`config.mk`:
```
export PLATFORM = sky130hd
export DESIGN_NAME = bsc_cycle_ctrl
export DESIGN_NICKNAME = d
export VERILOG_FILES = /design/src/rtl/bsc_pkg.sv /design/src/rtl/bsc_fifo.sv /design/src/rtl/bsc_burst_ctr.sv /design/src/rtl/bsc_cycle_ctrl.sv
export SDC_FILE = /design/constraint.sdc
export NUM_CORES = 1
export LEC_CHECK = 0
export ABC_AREA = 1
export ABC_CLOCK_PERIOD_IN_PS = 7500
export BUFFER_PORTS_ARGS = -buffer_cell sky130_fd_sc_hd__buf_4
export CORE_AREA = 2 2 220 308
export CTS_BUF_LIST = sky130_fd_sc_hd__clkbuf_8
export DETAILED_ROUTE_END_ITERATION = 16
export DIE_AREA = 0 0 222 310
export PLACE_DENSITY_LB_ADDON = 0.2
export SETUP_SLACK_MARGIN = 0.05
export SLEW_MARGIN = 20
export SYNTH_ARGS = -nofsm -noshare
export SYNTH_HDL_FRONTEND = slang
export SYNTH_HIERARCHICAL = 1
export SYNTH_SLANG_ARGS = --single-unit
```
`constraint.sdc`:
```
create_clock -name sys_clk_i -period 7.5 [get_ports sys_clk_i]
set_input_delay 0.375 -clock sys_clk_i [delete_from_list [all_inputs] [get_ports sys_clk_i]]
set_output_delay 0.375 -clock sys_clk_i [all_outputs]
set_load 0.05 [all_outputs]
```
`src/rtl/bsc_pkg.sv`:
```
/*
 * Shared constants, types and cycle kinds of the burst SRAM cycle control.
 * Assumes a single 10 MHz clock and a synchronous active-low reset.
 */
package bsc_pkg;
    // ------------------------------------------------------------
    // Widths
    // ------------------------------------------------------------
    localparam int ADDR_W = 17;              // Full array address
    localparam int LOW_W = 2;                // Burst counter bits
    localparam int DATA_W = 18;              // Two bytes plus two parity bits
    localparam int LANE_W = 2;               // Byte lanes
    localparam int FIFO_DEPTH = 16;          // Command buffer entries
    // ------------------------------------------------------------
    // Timing and reset values
    // ------------------------------------------------------------
    localparam int SLEEP_CYC = 2;            // Cycles to enter or leave sleep
    localparam logic [LOW_W-1:0] CNT_RST = 2'h0;
    localparam logic [ADDR_W-1:0] ADDR_RST = 17'h00000;
    localparam logic [DATA_W-1:0] DATA_RST = 18'h00000;
    localparam logic [LANE_W-1:0] ALL_LANES = 2'h3;
    // ------------------------------------------------------------
    // Decoded cycle kinds, one-hot
    // ------------------------------------------------------------
    typedef enum logic [4:0] {
        CK_NONE  = 5'h01,                    // Nothing decoded yet
        CK_DESEL = 5'h02,                    // Deselect cycle
        CK_READ  = 5'h04,                    // Read, begin/continue/suspend
        CK_WRITE = 5'h08,                    // Write, begin/continue/suspend
        CK_SLEEP = 5'h10                     // Power-down
    } bsc_cycle_t;
    // ------------------------------------------------------------
    // Array command carried through the buffer
    // ------------------------------------------------------------
    typedef struct packed {
        logic write;                         // 1 = write, 0 = read
        logic [LANE_W-1:0] lanes;            // Lanes written
        logic [ADDR_W-1:0] addr;             // Array address
        logic [DATA_W-1:0] data;             // Write data
    } bsc_cmd_t;
    localparam int CMD_W = $bits(bsc_cmd_t);
endpackage : bsc_pkg

```
`src/rtl/bsc_fifo.sv`:
```
/*
 * Parameterised command buffer in flip-flops with valid/ready on both sides.
 * Assumes the consumer may stall; full refuses input through in_ready_o.
 */
`timescale 1ns/10ps
module bsc_fifo import bsc_pkg::*; #(
    parameter int WIDTH = CMD_W,
    parameter int DEPTH = FIFO_DEPTH
) (
    input wire logic sys_clk_i,
    input wire logic rst_b_i,
    input wire logic in_valid_i,
    output logic in_ready_o,
    input wire logic [WIDTH-1:0] in_data_i,
    output logic out_valid_o,
    input wire logic out_ready_i,
    output logic [WIDTH-1:0] out_data_o
);
    localparam int PW = $clog2(DEPTH);
    // ------------------------------------------------------------
    // Storage and pointers
    // ------------------------------------------------------------
    logic [WIDTH-1:0] mem_r [DEPTH];         // Entry storage
    logic [PW:0] wr_ptr_r;                   // Extra bit tells full from empty
    logic [PW:0] rd_ptr_r;
    logic push;                              // Entry accepted
    logic pop;                               // Entry handed out

    assign in_ready_o = (wr_ptr_r ^ rd_ptr_r) != {1'b1, {PW{1'b0}}};
    assign out_valid_o = wr_ptr_r != rd_ptr_r;
    assign out_data_o = mem_r[rd_ptr_r[PW-1:0]];
    assign push = in_valid_i & in_ready_o;
    assign pop = out_valid_o & out_ready_i;

    // Per-entry write, no reset needed on data
    for (genvar e = 0; e < DEPTH; e++) begin : g_ent
        always_ff @(posedge sys_clk_i) begin
            if (push && wr_ptr_r[PW-1:0] == PW'(e)) begin
                mem_r[e] <= in_data_i;
            end
        end
    end

    // Pointer update
    always_ff @(posedge sys_clk_i) begin
        if (!rst_b_i) begin
            wr_ptr_r <= '0;
            rd_ptr_r <= '0;
        end else begin
            if (push) begin
                wr_ptr_r <= wr_ptr_r + 1'b1;
            end
            if (pop) begin
                rd_ptr_r <= rd_ptr_r + 1'b1;
            end
        end
    end
endmodule : bsc_fifo

```
`src/rtl/bsc_burst_ctr.sv`:
```
/*
 * Two-bit wrapping burst counter with interleaved or linear order.
 * Assumes load and step are never requested in the same cycle.
 */
`timescale 1ns/10ps
module bsc_burst_ctr import bsc_pkg::*; (
    input wire logic sys_clk_i,
    input wire logic rst_b_i,
    input wire logic load_i,
    input wire logic [LOW_W-1:0] start_i,
    input wire logic step_i,
    input wire logic order_i,
    output logic [LOW_W-1:0] cur_off_o,
    output logic [LOW_W-1:0] nxt_off_o
);
    logic [LOW_W-1:0] start_r;               // Low bits of burst start
    logic [LOW_W-1:0] count_r;               // Beats taken so far
    logic [LOW_W-1:0] count_nxt;             // Count after one step

    assign count_nxt = count_r + 1'b1;

    // RQ17 wrap and order
    // High order input interleaves, low order input adds modulo four
    assign cur_off_o = order_i ? (start_r ^ count_r) : (start_r + count_r);
    assign nxt_off_o = order_i ? (start_r ^ count_nxt) : (start_r + count_nxt);

    // RQ15 start loads counter
    // State is left alone otherwise, so deselects keep the burst
    always_ff @(posedge sys_clk_i) begin
        if (!rst_b_i) begin
            start_r <= CNT_RST;
            count_r <= CNT_RST;
        end else if (load_i) begin
            start_r <= start_i;
            count_r <= CNT_RST;
        end else if (step_i) begin
            count_r <= count_nxt;
        end
    end
endmodule : bsc_burst_ctr

```
`src/rtl/bsc_cycle_ctrl.sv`:
```
/*
 * Cycle decoding and burst address control of a synchronous burst cache memory.
 * Decoded array accesses pass through a command buffer to the array port.
 * Assumes all synchronous inputs meet setup to sys_clk_i, sleep included.
 */
//
// Contract
// RQ1 - Strobe without full chip enable deselects
// RQ2 - Processor or read controller strobe begins read
// RQ3 - Controller strobe with write begins write
// RQ4 - No strobe, step low: advance, read
// RQ5 - No strobe, step low, write: advance, write
// RQ6 - No strobe, step high: hold, read
// RQ7 - No strobe, step high, write: hold, write
// RQ8 - Processor strobe always reads first
// RQ9 - Partner raises output drive before write
// RQ10 - Output drive acts without clock
// RQ11 - Accepted strobe captures address and counter
// RQ12 - Processor strobe wins over controller strobe
// RQ13 - First chip select high ignores processor strobe
// RQ14 - Upper address sampled only when selected
// RQ15 - Low address bits seed burst counter
// RQ16 - Controller strobe is active low, clocked
// RQ17 - Counter wraps, interleaved or linear order
// RQ18 - Sleep floats data, ignores inputs, two cycles
// RQ19 - Write when global or gated lane write
// RQ20 - Address and counter survive deselects
`timescale 1ns/10ps
module bsc_cycle_ctrl import bsc_pkg::*; (
    input wire logic sys_clk_i,
    input wire logic rst_b_i,
    input wire logic [ADDR_W-1:0] addr_i,
    input wire logic processor_addr_strobe_n_i,
    input wire logic controller_addr_strobe_n_i,
    input wire logic burst_step_n_i,
    input wire logic chip_select_first_n_i,
    input wire logic chip_select_second_i,
    input wire logic chip_select_third_n_i,
    input wire logic all_lane_write_n_i,
    input wire logic lane_write_gate_n_i,
    input wire logic [LANE_W-1:0] lane_select_n_i,
    input wire logic output_drive_n_i,
    input wire logic sleep_request_i,
    input wire logic burst_order_i,
    input wire logic [DATA_W-1:0] dq_i,
    output logic [DATA_W-1:0] dq_o,
    output logic dq_oe_n_o,
    output logic asleep_o,
    output logic accept_ready_o,
    output logic arr_valid_o,
    output bsc_cmd_t arr_cmd_o,
    input wire logic arr_ready_i,
    input wire logic arr_rvalid_i,
    input wire logic [DATA_W-1:0] arr_rdata_i
);
    // ------------------------------------------------------------
    // Declarations
    // ------------------------------------------------------------
    logic [SLEEP_CYC-1:0] sleep_sh_r;        // Sleep delay line
    logic asleep_r;                          // Power-down reached
    logic awake;                             // Inputs are honoured
    logic sel_all;                           // All three selects active
    logic p_rec;                             // Processor strobe recognised
    logic c_rec;                             // Controller strobe recognised
    logic any_rec;                           // Either strobe recognised
    logic wr_req;                            // Write inputs ask for a write
    logic [LANE_W-1:0] wr_lanes;             // Lanes that a write covers
    logic desel;                             // Deselect this edge
    logic begin_cyc;                         // Burst begins this edge
    logic cont_cyc;                          // Continue or suspend this edge
    logic is_write;                          // Access this edge writes
    logic do_step;                           // Counter advances
    logic buf_ready;                         // Buffer accepts a command
    logic enq;                               // Command enters buffer
    logic [ADDR_W-1:2] base_r;               // Upper address register
    logic [LOW_W-1:0] cur_off;               // Counter offset now
    logic [LOW_W-1:0] nxt_off;               // Counter offset after step
    bsc_cmd_t cmd;                           // Command built this edge
    bsc_cycle_t cycle_r;                     // Last decoded cycle
    bsc_cycle_t cycle_nxt;
    logic rd_drive_r;                        // A read owns the data lines
    logic [DATA_W-1:0] dq_r;                 // Read data held for the pins

    // ------------------------------------------------------------
    // Sleep entry and exit
    // ------------------------------------------------------------
    // RQ18 two-cycle sleep
    // Power state follows the request after three edges either way
    always_ff @(posedge sys_clk_i) begin
        if (!rst_b_i) begin
            sleep_sh_r <= '0;
            asleep_r <= 1'b0;
        end else begin
            sleep_sh_r <= {sleep_sh_r[SLEEP_CYC-2:0], sleep_request_i};
            asleep_r <= sleep_sh_r[SLEEP_CYC-1];
        end
    end
    // RQ18 inputs ignored
    // Request itself blocks inputs at once; pending accesses in the buffer are kept and still reach the array
    assign awake = !sleep_request_i && !sleep_sh_r[SLEEP_CYC-1];

    // ------------------------------------------------------------
    // Strobe and select decode
    // ------------------------------------------------------------
    assign sel_all = !chip_select_first_n_i && chip_select_second_i && !chip_select_third_n_i;
    // RQ13 first select gates
    assign p_rec = !processor_addr_strobe_n_i && !chip_select_first_n_i;
    // RQ12 processor strobe wins
    // RQ16 active low strobe
    assign c_rec = !controller_addr_strobe_n_i && !p_rec;
    assign any_rec = p_rec || c_rec;
    // RQ19 write recognition
    // Global write overrides lane writes and covers both bytes with parity
    assign wr_req = !all_lane_write_n_i || (!lane_write_gate_n_i && !(&lane_select_n_i));
    assign wr_lanes = !all_lane_write_n_i ? ALL_LANES : ~lane_select_n_i;

    // RQ1 deselect decode
    assign desel = awake && any_rec && !sel_all;
    assign begin_cyc = awake && any_rec && sel_all;
    // RQ4 no strobe seen
    // Processor strobe with first select high also lands here while the controller strobe is high
    assign cont_cyc = awake && !any_rec && (processor_addr_strobe_n_i || chip_select_first_n_i);
    // RQ8 processor reads first
    // RQ3 controller write
    assign is_write = begin_cyc ? (c_rec && wr_req) : wr_req;
    // Full buffer stalls the burst: the beat is neither taken nor counted
    assign enq = (begin_cyc || cont_cyc) && buf_ready;
    // RQ4 step on advance
    // RQ6 hold when suspended
    assign do_step = cont_cyc && !burst_step_n_i && buf_ready;

    // ------------------------------------------------------------
    // Address register and burst counter
    // ------------------------------------------------------------
    // RQ11 capture full address
    // RQ14 upper bits sampled
    // RQ20 kept over deselects
    always_ff @(posedge sys_clk_i) begin
        if (!rst_b_i) begin
            base_r <= ADDR_RST[ADDR_W-1:2];
        end else if (begin_cyc && buf_ready) begin
            base_r <= addr_i[ADDR_W-1:2];
        end
    end

    bsc_burst_ctr u_ctr (
        .sys_clk_i(sys_clk_i),
        .rst_b_i(rst_b_i),
        .load_i(begin_cyc && buf_ready),
        .start_i(addr_i[LOW_W-1:0]),
        .step_i(do_step),
        .order_i(burst_order_i),
        .cur_off_o(cur_off),
        .nxt_off_o(nxt_off)
    );

    // ------------------------------------------------------------
    // Command build
    // ------------------------------------------------------------
    // RQ2 external address read
    // RQ5 write next address
    // RQ7 write current address
    always_comb begin
        cmd.write = is_write;
        cmd.lanes = is_write ? wr_lanes : '0;
        cmd.data = dq_i;
        if (begin_cyc) begin
            cmd.addr = addr_i;
        end else if (!burst_step_n_i) begin
            cmd.addr = {base_r, nxt_off};
        end else begin
            cmd.addr = {base_r, cur_off};
        end
    end

    // Command buffer toward the array
    bsc_fifo #(
        .WIDTH(CMD_W),
        .DEPTH(FIFO_DEPTH)
    ) u_buf (
        .sys_clk_i(sys_clk_i),
        .rst_b_i(rst_b_i),
        .in_valid_i(enq),
        .in_ready_o(buf_ready),
        .in_data_i(cmd),
        .out_valid_o(arr_valid_o),
        .out_ready_i(arr_ready_i),
        .out_data_o(arr_cmd_o)
    );
    assign accept_ready_o = buf_ready;

    // ------------------------------------------------------------
    // Cycle tracking and data line ownership
    // ------------------------------------------------------------
    // Classify the edge for the drive logic
    always_comb begin
        if (!awake) begin
            cycle_nxt = CK_SLEEP;
        end else if (desel) begin
            cycle_nxt = CK_DESEL;
        end else if (enq) begin
            cycle_nxt = is_write ? CK_WRITE : CK_READ;
        end else begin
            cycle_nxt = cycle_r;
        end
    end

    // Last cycle kind
    always_ff @(posedge sys_clk_i) begin
        if (!rst_b_i) begin
            cycle_r <= CK_NONE;
        end else begin
            cycle_r <= cycle_nxt;
        end
    end

    // Data lines belong to a read only; writes float them whatever drive says
    always_ff @(posedge sys_clk_i) begin
        if (!rst_b_i) begin
            rd_drive_r <= 1'b0;
        end else begin
            rd_drive_r <= (cycle_nxt == CK_READ);
        end
    end

    // Read data from the array is held for the pins
    always_ff @(posedge sys_clk_i) begin
        if (!rst_b_i) begin
            dq_r <= DATA_RST;
        end else if (arr_rvalid_i) begin
            dq_r <= arr_rdata_i;
        end
    end
    assign dq_o = dq_r;
    assign asleep_o = asleep_r;
    // RQ10 unclocked output drive
    // RQ9 partner floats for writes
    // Drive input bypasses the clock so the pins follow it at once
    assign dq_oe_n_o = output_drive_n_i || !rd_drive_r;
endmodule : bsc_cycle_ctrl

```
After elaboration in Yosys (flattened, before gate mapping)
Memories as Yosys holds them, arrays and structs flattened. A register that Yosys moved wholly into a read port is not among the register bits.
Cells that the tools add are included.
{ "totals": {"ff_bits": 56, "n_memories": 1, "input_bits": 70, "out_inout_bits": 60, "mem_bits_rw": 608} }
{ "mem_list": {"columns": ["memory", "depth", "word_bits", "rd", "rd_clocked_by_memory_dff", "write_ports", "line_no", "source"], "rows": [
  ["u_buf.mem_r", 16, 38, 1, 1, 1, "bsc_fifo.sv:23", "logic [WIDTH-1:0] mem_r [DEPTH];"]
]} }
{ "op_classes": {"bitwise": 7, "n_reduce_logical": 69, "add_sub_neg": 5, "mux": 90, "eq_ne": 18} }
{ "op_table": {"columns": ["op", "count"], "rows": [
  ["2-to-1 mux 38 bit", 15],
  ["OR reduction 38 bit", 15],
  ["2-to-1 mux 4 bit", 18],
  ["2-to-1 mux 1 bit", 48],
  ["equality test 4 bit, second input constant", 8],
  ["logical AND 1 bit", 32],
  ["2-to-1 mux 17 bit", 1],
  ["equality test 4 x 3 -> 1 bit, second input constant", 4],
  ["2-to-1 mux 5 bit", 3],
  ["zero test 1 bit", 14],
  ["adder 5 x 1 -> 5 bit, second input constant", 2],
  ["2-to-1 mux 2 bit", 5],
  ["equality test 4 x 2 -> 1 bit, second input constant", 2],
  ["equality test 5 x 3 -> 1 bit, second input constant", 1],
  ["logical OR 1 bit", 5],
  ["inequality test 5 bit", 1],
  ["inequality test 5 bit, second input constant", 1],
  ["bitwise XOR 5 bit", 1],
  ["adder 2 bit", 2],
  ["equality test 4 x 1 -> 1 bit, second input constant", 1],
  ["zero test 4 bit", 1],
  ["bitwise XOR 2 bit", 2],
  ["adder 2 x 1 -> 2 bit, second input constant", 1],
  ["bitwise AND 1 bit", 2],
  ["other kinds (4)", 4]
]} }

Logic depth before layout (Yosys ltp)
{ "logic_depth": {"depth_word": 30, "depth_mapped": 13, "ltp_nobuf": 12} }

Hierarchy
The synthesis kept the hierarchy.
{ "modules_own_cells": {"columns": ["module", "area_per_inst_um2", "cells_per_inst", "n_inst"], "rows": [
  ["bsc_fifo", 25421.9, 2047, 1],
  ["bsc_cycle_ctrl", 1814.2, 251, 1],
  ["bsc_burst_ctr", 266.5, 45, 1]
]} }

Worst setup path after synthesis
Ideal clock, no wire load.
{ "synth_timing": {"path_kind": "register -> register", "startpoint": "reg u_buf.wr_ptr_r[0]", "endpoint": "mem u_buf/mem_r[3][0] (netlist name), enable pin", "period_less_slack_ps": 4459, "n_path_buf": 1, "setup_slack_ps": 3041, "arrival_ps": 3979, "path_stages_with_launch": 11, "setup_ps": 481, "cell_sequence": "dfxtp_1 > inv_1 > nand2_1 > nand2_1 > nor2_1 > nand3_2 > buf_4 > nand3_1 > inv_2 > nand2_1 > nor3_1"} }
{ "synth_between": {"elab_chain_cells": 23, "elab_cells_between_ends": 113, "cone_classes": "eq/ne: 16; mux: 62; bitwise: 2; reduce/logical: 33"} }
{ "synth_rtl": {"columns": ["element", "line_no", "source"], "rows": [
  ["start, declared", "bsc_fifo.sv:24", "logic [PW:0] wr_ptr_r;"],
  ["start signal, assigned", "bsc_fifo.sv:51", "wr_ptr_r <= wr_ptr_r + 1'b1;"],
  ["bitwise XOR 5 bit *", "bsc_fifo.sv:29", "assign in_ready_o = (wr_ptr_r ^ rd_ptr_r) != {1'b1, {PW{1'b0}}};"],
  ["inequality test 5 bit *", "bsc_fifo.sv:29", null],
  ["named net accept_ready_o", "bsc_cycle_ctrl.sv:49", "output logic accept_ready_o,"],
  ["logical AND 1 bit *", "bsc_cycle_ctrl.sv:127", "assign enq = (begin_cyc || cont_cyc) && buf_ready;"],
  ["named net enq", "bsc_cycle_ctrl.sv:74", "logic enq;"],
  ["bitwise AND 1 bit *", "bsc_fifo.sv:32", "assign push = in_valid_i & in_ready_o;"],
  ["logical AND 1 bit", "bsc_fifo.sv:38", "if (push && wr_ptr_r[PW-1:0] == PW'(e)) begin"],
  ["2-to-1 mux 1 bit", "bsc_fifo.sv:38", null],
  ["2-to-1 mux 1 bit (not written as such)", "bsc_fifo.sv:39", "mem_r[e] <= in_data_i;"],
  ["OR reduction 38 bit (no line)", null, null],
  ["2-to-1 mux 4 bit (no line) / 2-to-1 mux 1 bit (equally long branches) (15 in a row)", null, null],
  ["end, declared", "bsc_fifo.sv:23", null]
]} }
The timed path passes the listed nets; every way through them passes the cells marked *.

==> flow_summary_export.csv <==
group,metric,value,unit
status,outcome,"finished clean",
worst_setup_path,arrival,3.62,ns
global_route,grt_pass1_vias,17700,
yosys,synth-simple-area-share,9.72,%
route,ant_nets,0,
worst_setup_path,reg2reg_depth,12,
timing,max_freq,250,MHz
worst_setup_path,critPathMaxStageDelay,0.70,ns
die,die_x,222,µm
timing,min_period,4.00,ns
yosys,synth_fa_ha_area_share,0.318,%
yosys,avgSynthCellArea,11.7,µm²
timing,fin_crit_sh,53.3,%
timing,finalSetupViolations,0,
yosys,postSynthCellCount,2343,
yosys,synth-xor-area-share,0.0318,%
clock_network,clockBufferDepth,3,
timing,slew_headroom,28.2,%
worst_setup_path,startpoint_type,"flip-flop",
worst_setup_path,worstPathRequired,7.12,ns
timing,tightest_slew,1.08,ns
yosys,syn_nets,2420,
hold_path,hold_path.class,"in -> reg",
global_route,antenna_found_initial,1,
layout,drive_gt1_share,12.7,%
yosys,synth.yosys.warnings,6,
global_route,grt_max_degree,251,
yosys,synth-seq-area-share,70.8,%
clock_network,ctsResizeCount,0,
route,routed-via-count,17700,
layout,synthToLayoutAreaGrowth,15.2,%
route,drc,0,
global_route,gr-total-overflow,0,
clock_network,h-tree-depth,3,
clock_network,numClockSinks,668,
yosys,netlist_area,0.0275,mm²
yosys,muxShareOfSynthArea,0,%
yosys,synth_top_cell_by_area,"edfxtp_1",
clock_network,cts_tree,"built",
yosys,synth_top_family_by_area,"compound AO/OA/AOI/OAI gates",
flow_run,maxCapViolations,0,
placed_design,gp_congestion,0.765,
die,dieHeight,310,µm
route,drt_iter0_markers,1384,
worst_setup_path,end_kind,"primary output",
global_route,grt.total_usage,19.3,%
worst_setup_path,worstPathCellList,"buf_12, buf_4, nand2_1, o211ai_1, nand3_1, nand3_1, nand2_1, buf_4",
die,start_util,41.5,%
worst_setup_path,cp_max_fo,235,
yosys,synth_top_area_share,66.4,%
yosys,synth_common_cells,"edfxtp_1, inv_1, nand2_1",
placed_design,numPortBuffers,129,
yosys,synth_compound_area_share,11.3,%
timing,finalHoldViolCount,0,
yosys,synth_area_leaders,"edfxtp_1, inv_1, nand3_1",
die,row_count,112,
die,core,0.0663,mm²
die,dieArea,0.0688,mm²
placed_design,dpl.hpwl,34100,µm
timing,worst_slack,3.50,ns
yosys,synth_seq_cells,668,
clock_network,cts_buffers,101,
worst_setup_path,reg2reg_slack,4.06,ns
worst_setup_path,crit_type,"reg -> out",
route,firstDrtPassIters,7,
yosys,synthArstFlopShare,0,%
global_route,grt_pass1_wl,102000,µm
hold_path,holdPathStages,3,
worst_setup_path,worst_path_max_delay_cell,"buf_4",
pwr,ir_drop,131,µV
route,wl,66000,µm
layout,finalNetCount,2609,
yosys,ys_types,31,
yosys,synth-edff-count,608,
yosys,synth_flop_cell,"edfxtp_1",
placed_design,dp_slack,4.05,ns
timing,finClkSkew,0.0249,ns
timing,drv_slew,0,
layout,num-fill-cells,5971,
die,io_pins,130,
clock_network,clockRootBuffer,"clkbuf_8",
route,viasPerCell,5.11,
pwr,p_leak,11.8,nW
pwr,power_density,258,mW/mm²
timing,setup_tns,0,ns
clock_network,cts.clk_slew.worst_paths,0.07,ns
route,drt-wirelength-per-cell,19.0,µm
timing,rsz0062_at_grt,"no",
yosys,synth_most_common_cell,"edfxtp_1",
clock_network,insertion_delay,0.68,ns
==> layout by cell type (no fill, tap or decap), drive strengths merged <==
cell type,instances
o211ai,153
diode,1
nor4,1
ha,7
o21ai,207
nand3,248
clkinvlp,3
dfxtp,60
bufinv,2
edfxtp,608
a31oi,1
a21oi,183
nor3,6
dlygate4sd3,56
o31ai,1
buf,172
clkbuf,109
inv,416
nor2,77
clkinv,23
nand4,1
xnor2,1
nand2,278
==> kinds of logic after synthesis <==
kind of cell | after synthesis
xor gates and xnor gates | 1
and+or+nand+nor | 611
adders and majority gates | 7
DFF | 668
buffers and inverters | 511
AOI/OAI and AO/OA | 545
==> sequential cells by signal, summed over array words and instances (netlist names), named ones only <==
| name | flops |
|---|---|
| dq_o | 18 |
| u_ctr/count_r | 2 |
| u_buf/mem_r | 608 |
| base_r | 15 |
| cycle_r | 5 |
| u_buf/wr_ptr_r | 5 |
| asleep_o | 1 |
| u_ctr/start_r | 2 |
| sleep_sh_r | 2 |
| u_buf/rd_ptr_r | 5 |
| rd_drive_r | 1 |
==> what timing repair did <==
action,in CTS,in global routing
setup buffers,0,0
hold buffers,56,0
endpoints found under the hold margin,315,0
==> path summary, 6_finish.rpt <==
path,to,from
worst min register to register,sleep_sh_r[1],sleep_sh_r[0]
worst max-delay path,arr_cmd_o[37],flip-flop
worst min-delay path,dq_o[14],arr_rvalid_i
worst max register to register,u_buf/mem_r[14][15],u_buf/wr_ptr_r[0]
==> where the power goes <==
part           internal [mW]  switching [mW]  total, mW
clock network           1.40            1.36       2.77
logic                  0.377           0.854       1.23
registers               4.11          0.0519       4.16
==> per-stage QoR <==
step	utilization, %	std cells	area [µm²]	hold WS (ns)	total power [mW]
after floorplan	-	2343	27500	0.390	5.12
after global placement	44.1	3228	29200	0.404	5.44
after detailed placement	44.1	3228	29300	0.402	5.45
after CTS	47.8	3468	31700	0.0161	8.25
after global routing	47.8	3469	31700	0.0702	8.53
final	47.8	3469	31700	0.0901	8.16
==> per-layer routing <==
| layer | part of all wire, % | up-vias | GRT usage (%) |
|---|---|---|---|
| li1 | - | 8573 | - |
| met2 | 50 | 523 | 33.6 |
| met5 | 0 | - | 0 |
| met4 | 2.4 | 0 | 6.93 |
| met1 | 43 | 8518 | 24.2 |
| met3 | 5.5 | 114 | 3.51 |
==> worst max-delay path: cells and delay by family, from the launching register on <==
kind            cells  cell delay [ns]
flops               1             0.66
simple gates        4             0.55
compound gates      1             0.12
buf+inv             3             1.55
==> final cells by class <==
type	instances	area, µm²	area share, %
diodes	1	2.50	0.00790
clock buffers	109	1500	4.74
repair buffers	228	1890	5.96
multi-input cells	1164	6000	18.9
flip-flops and latches	668	19500	61.5
clock inverters	75	363	1.15
inverters	369	1390	4.37
well taps	855	1070	3.38
(Power assumes the default switching activity.)
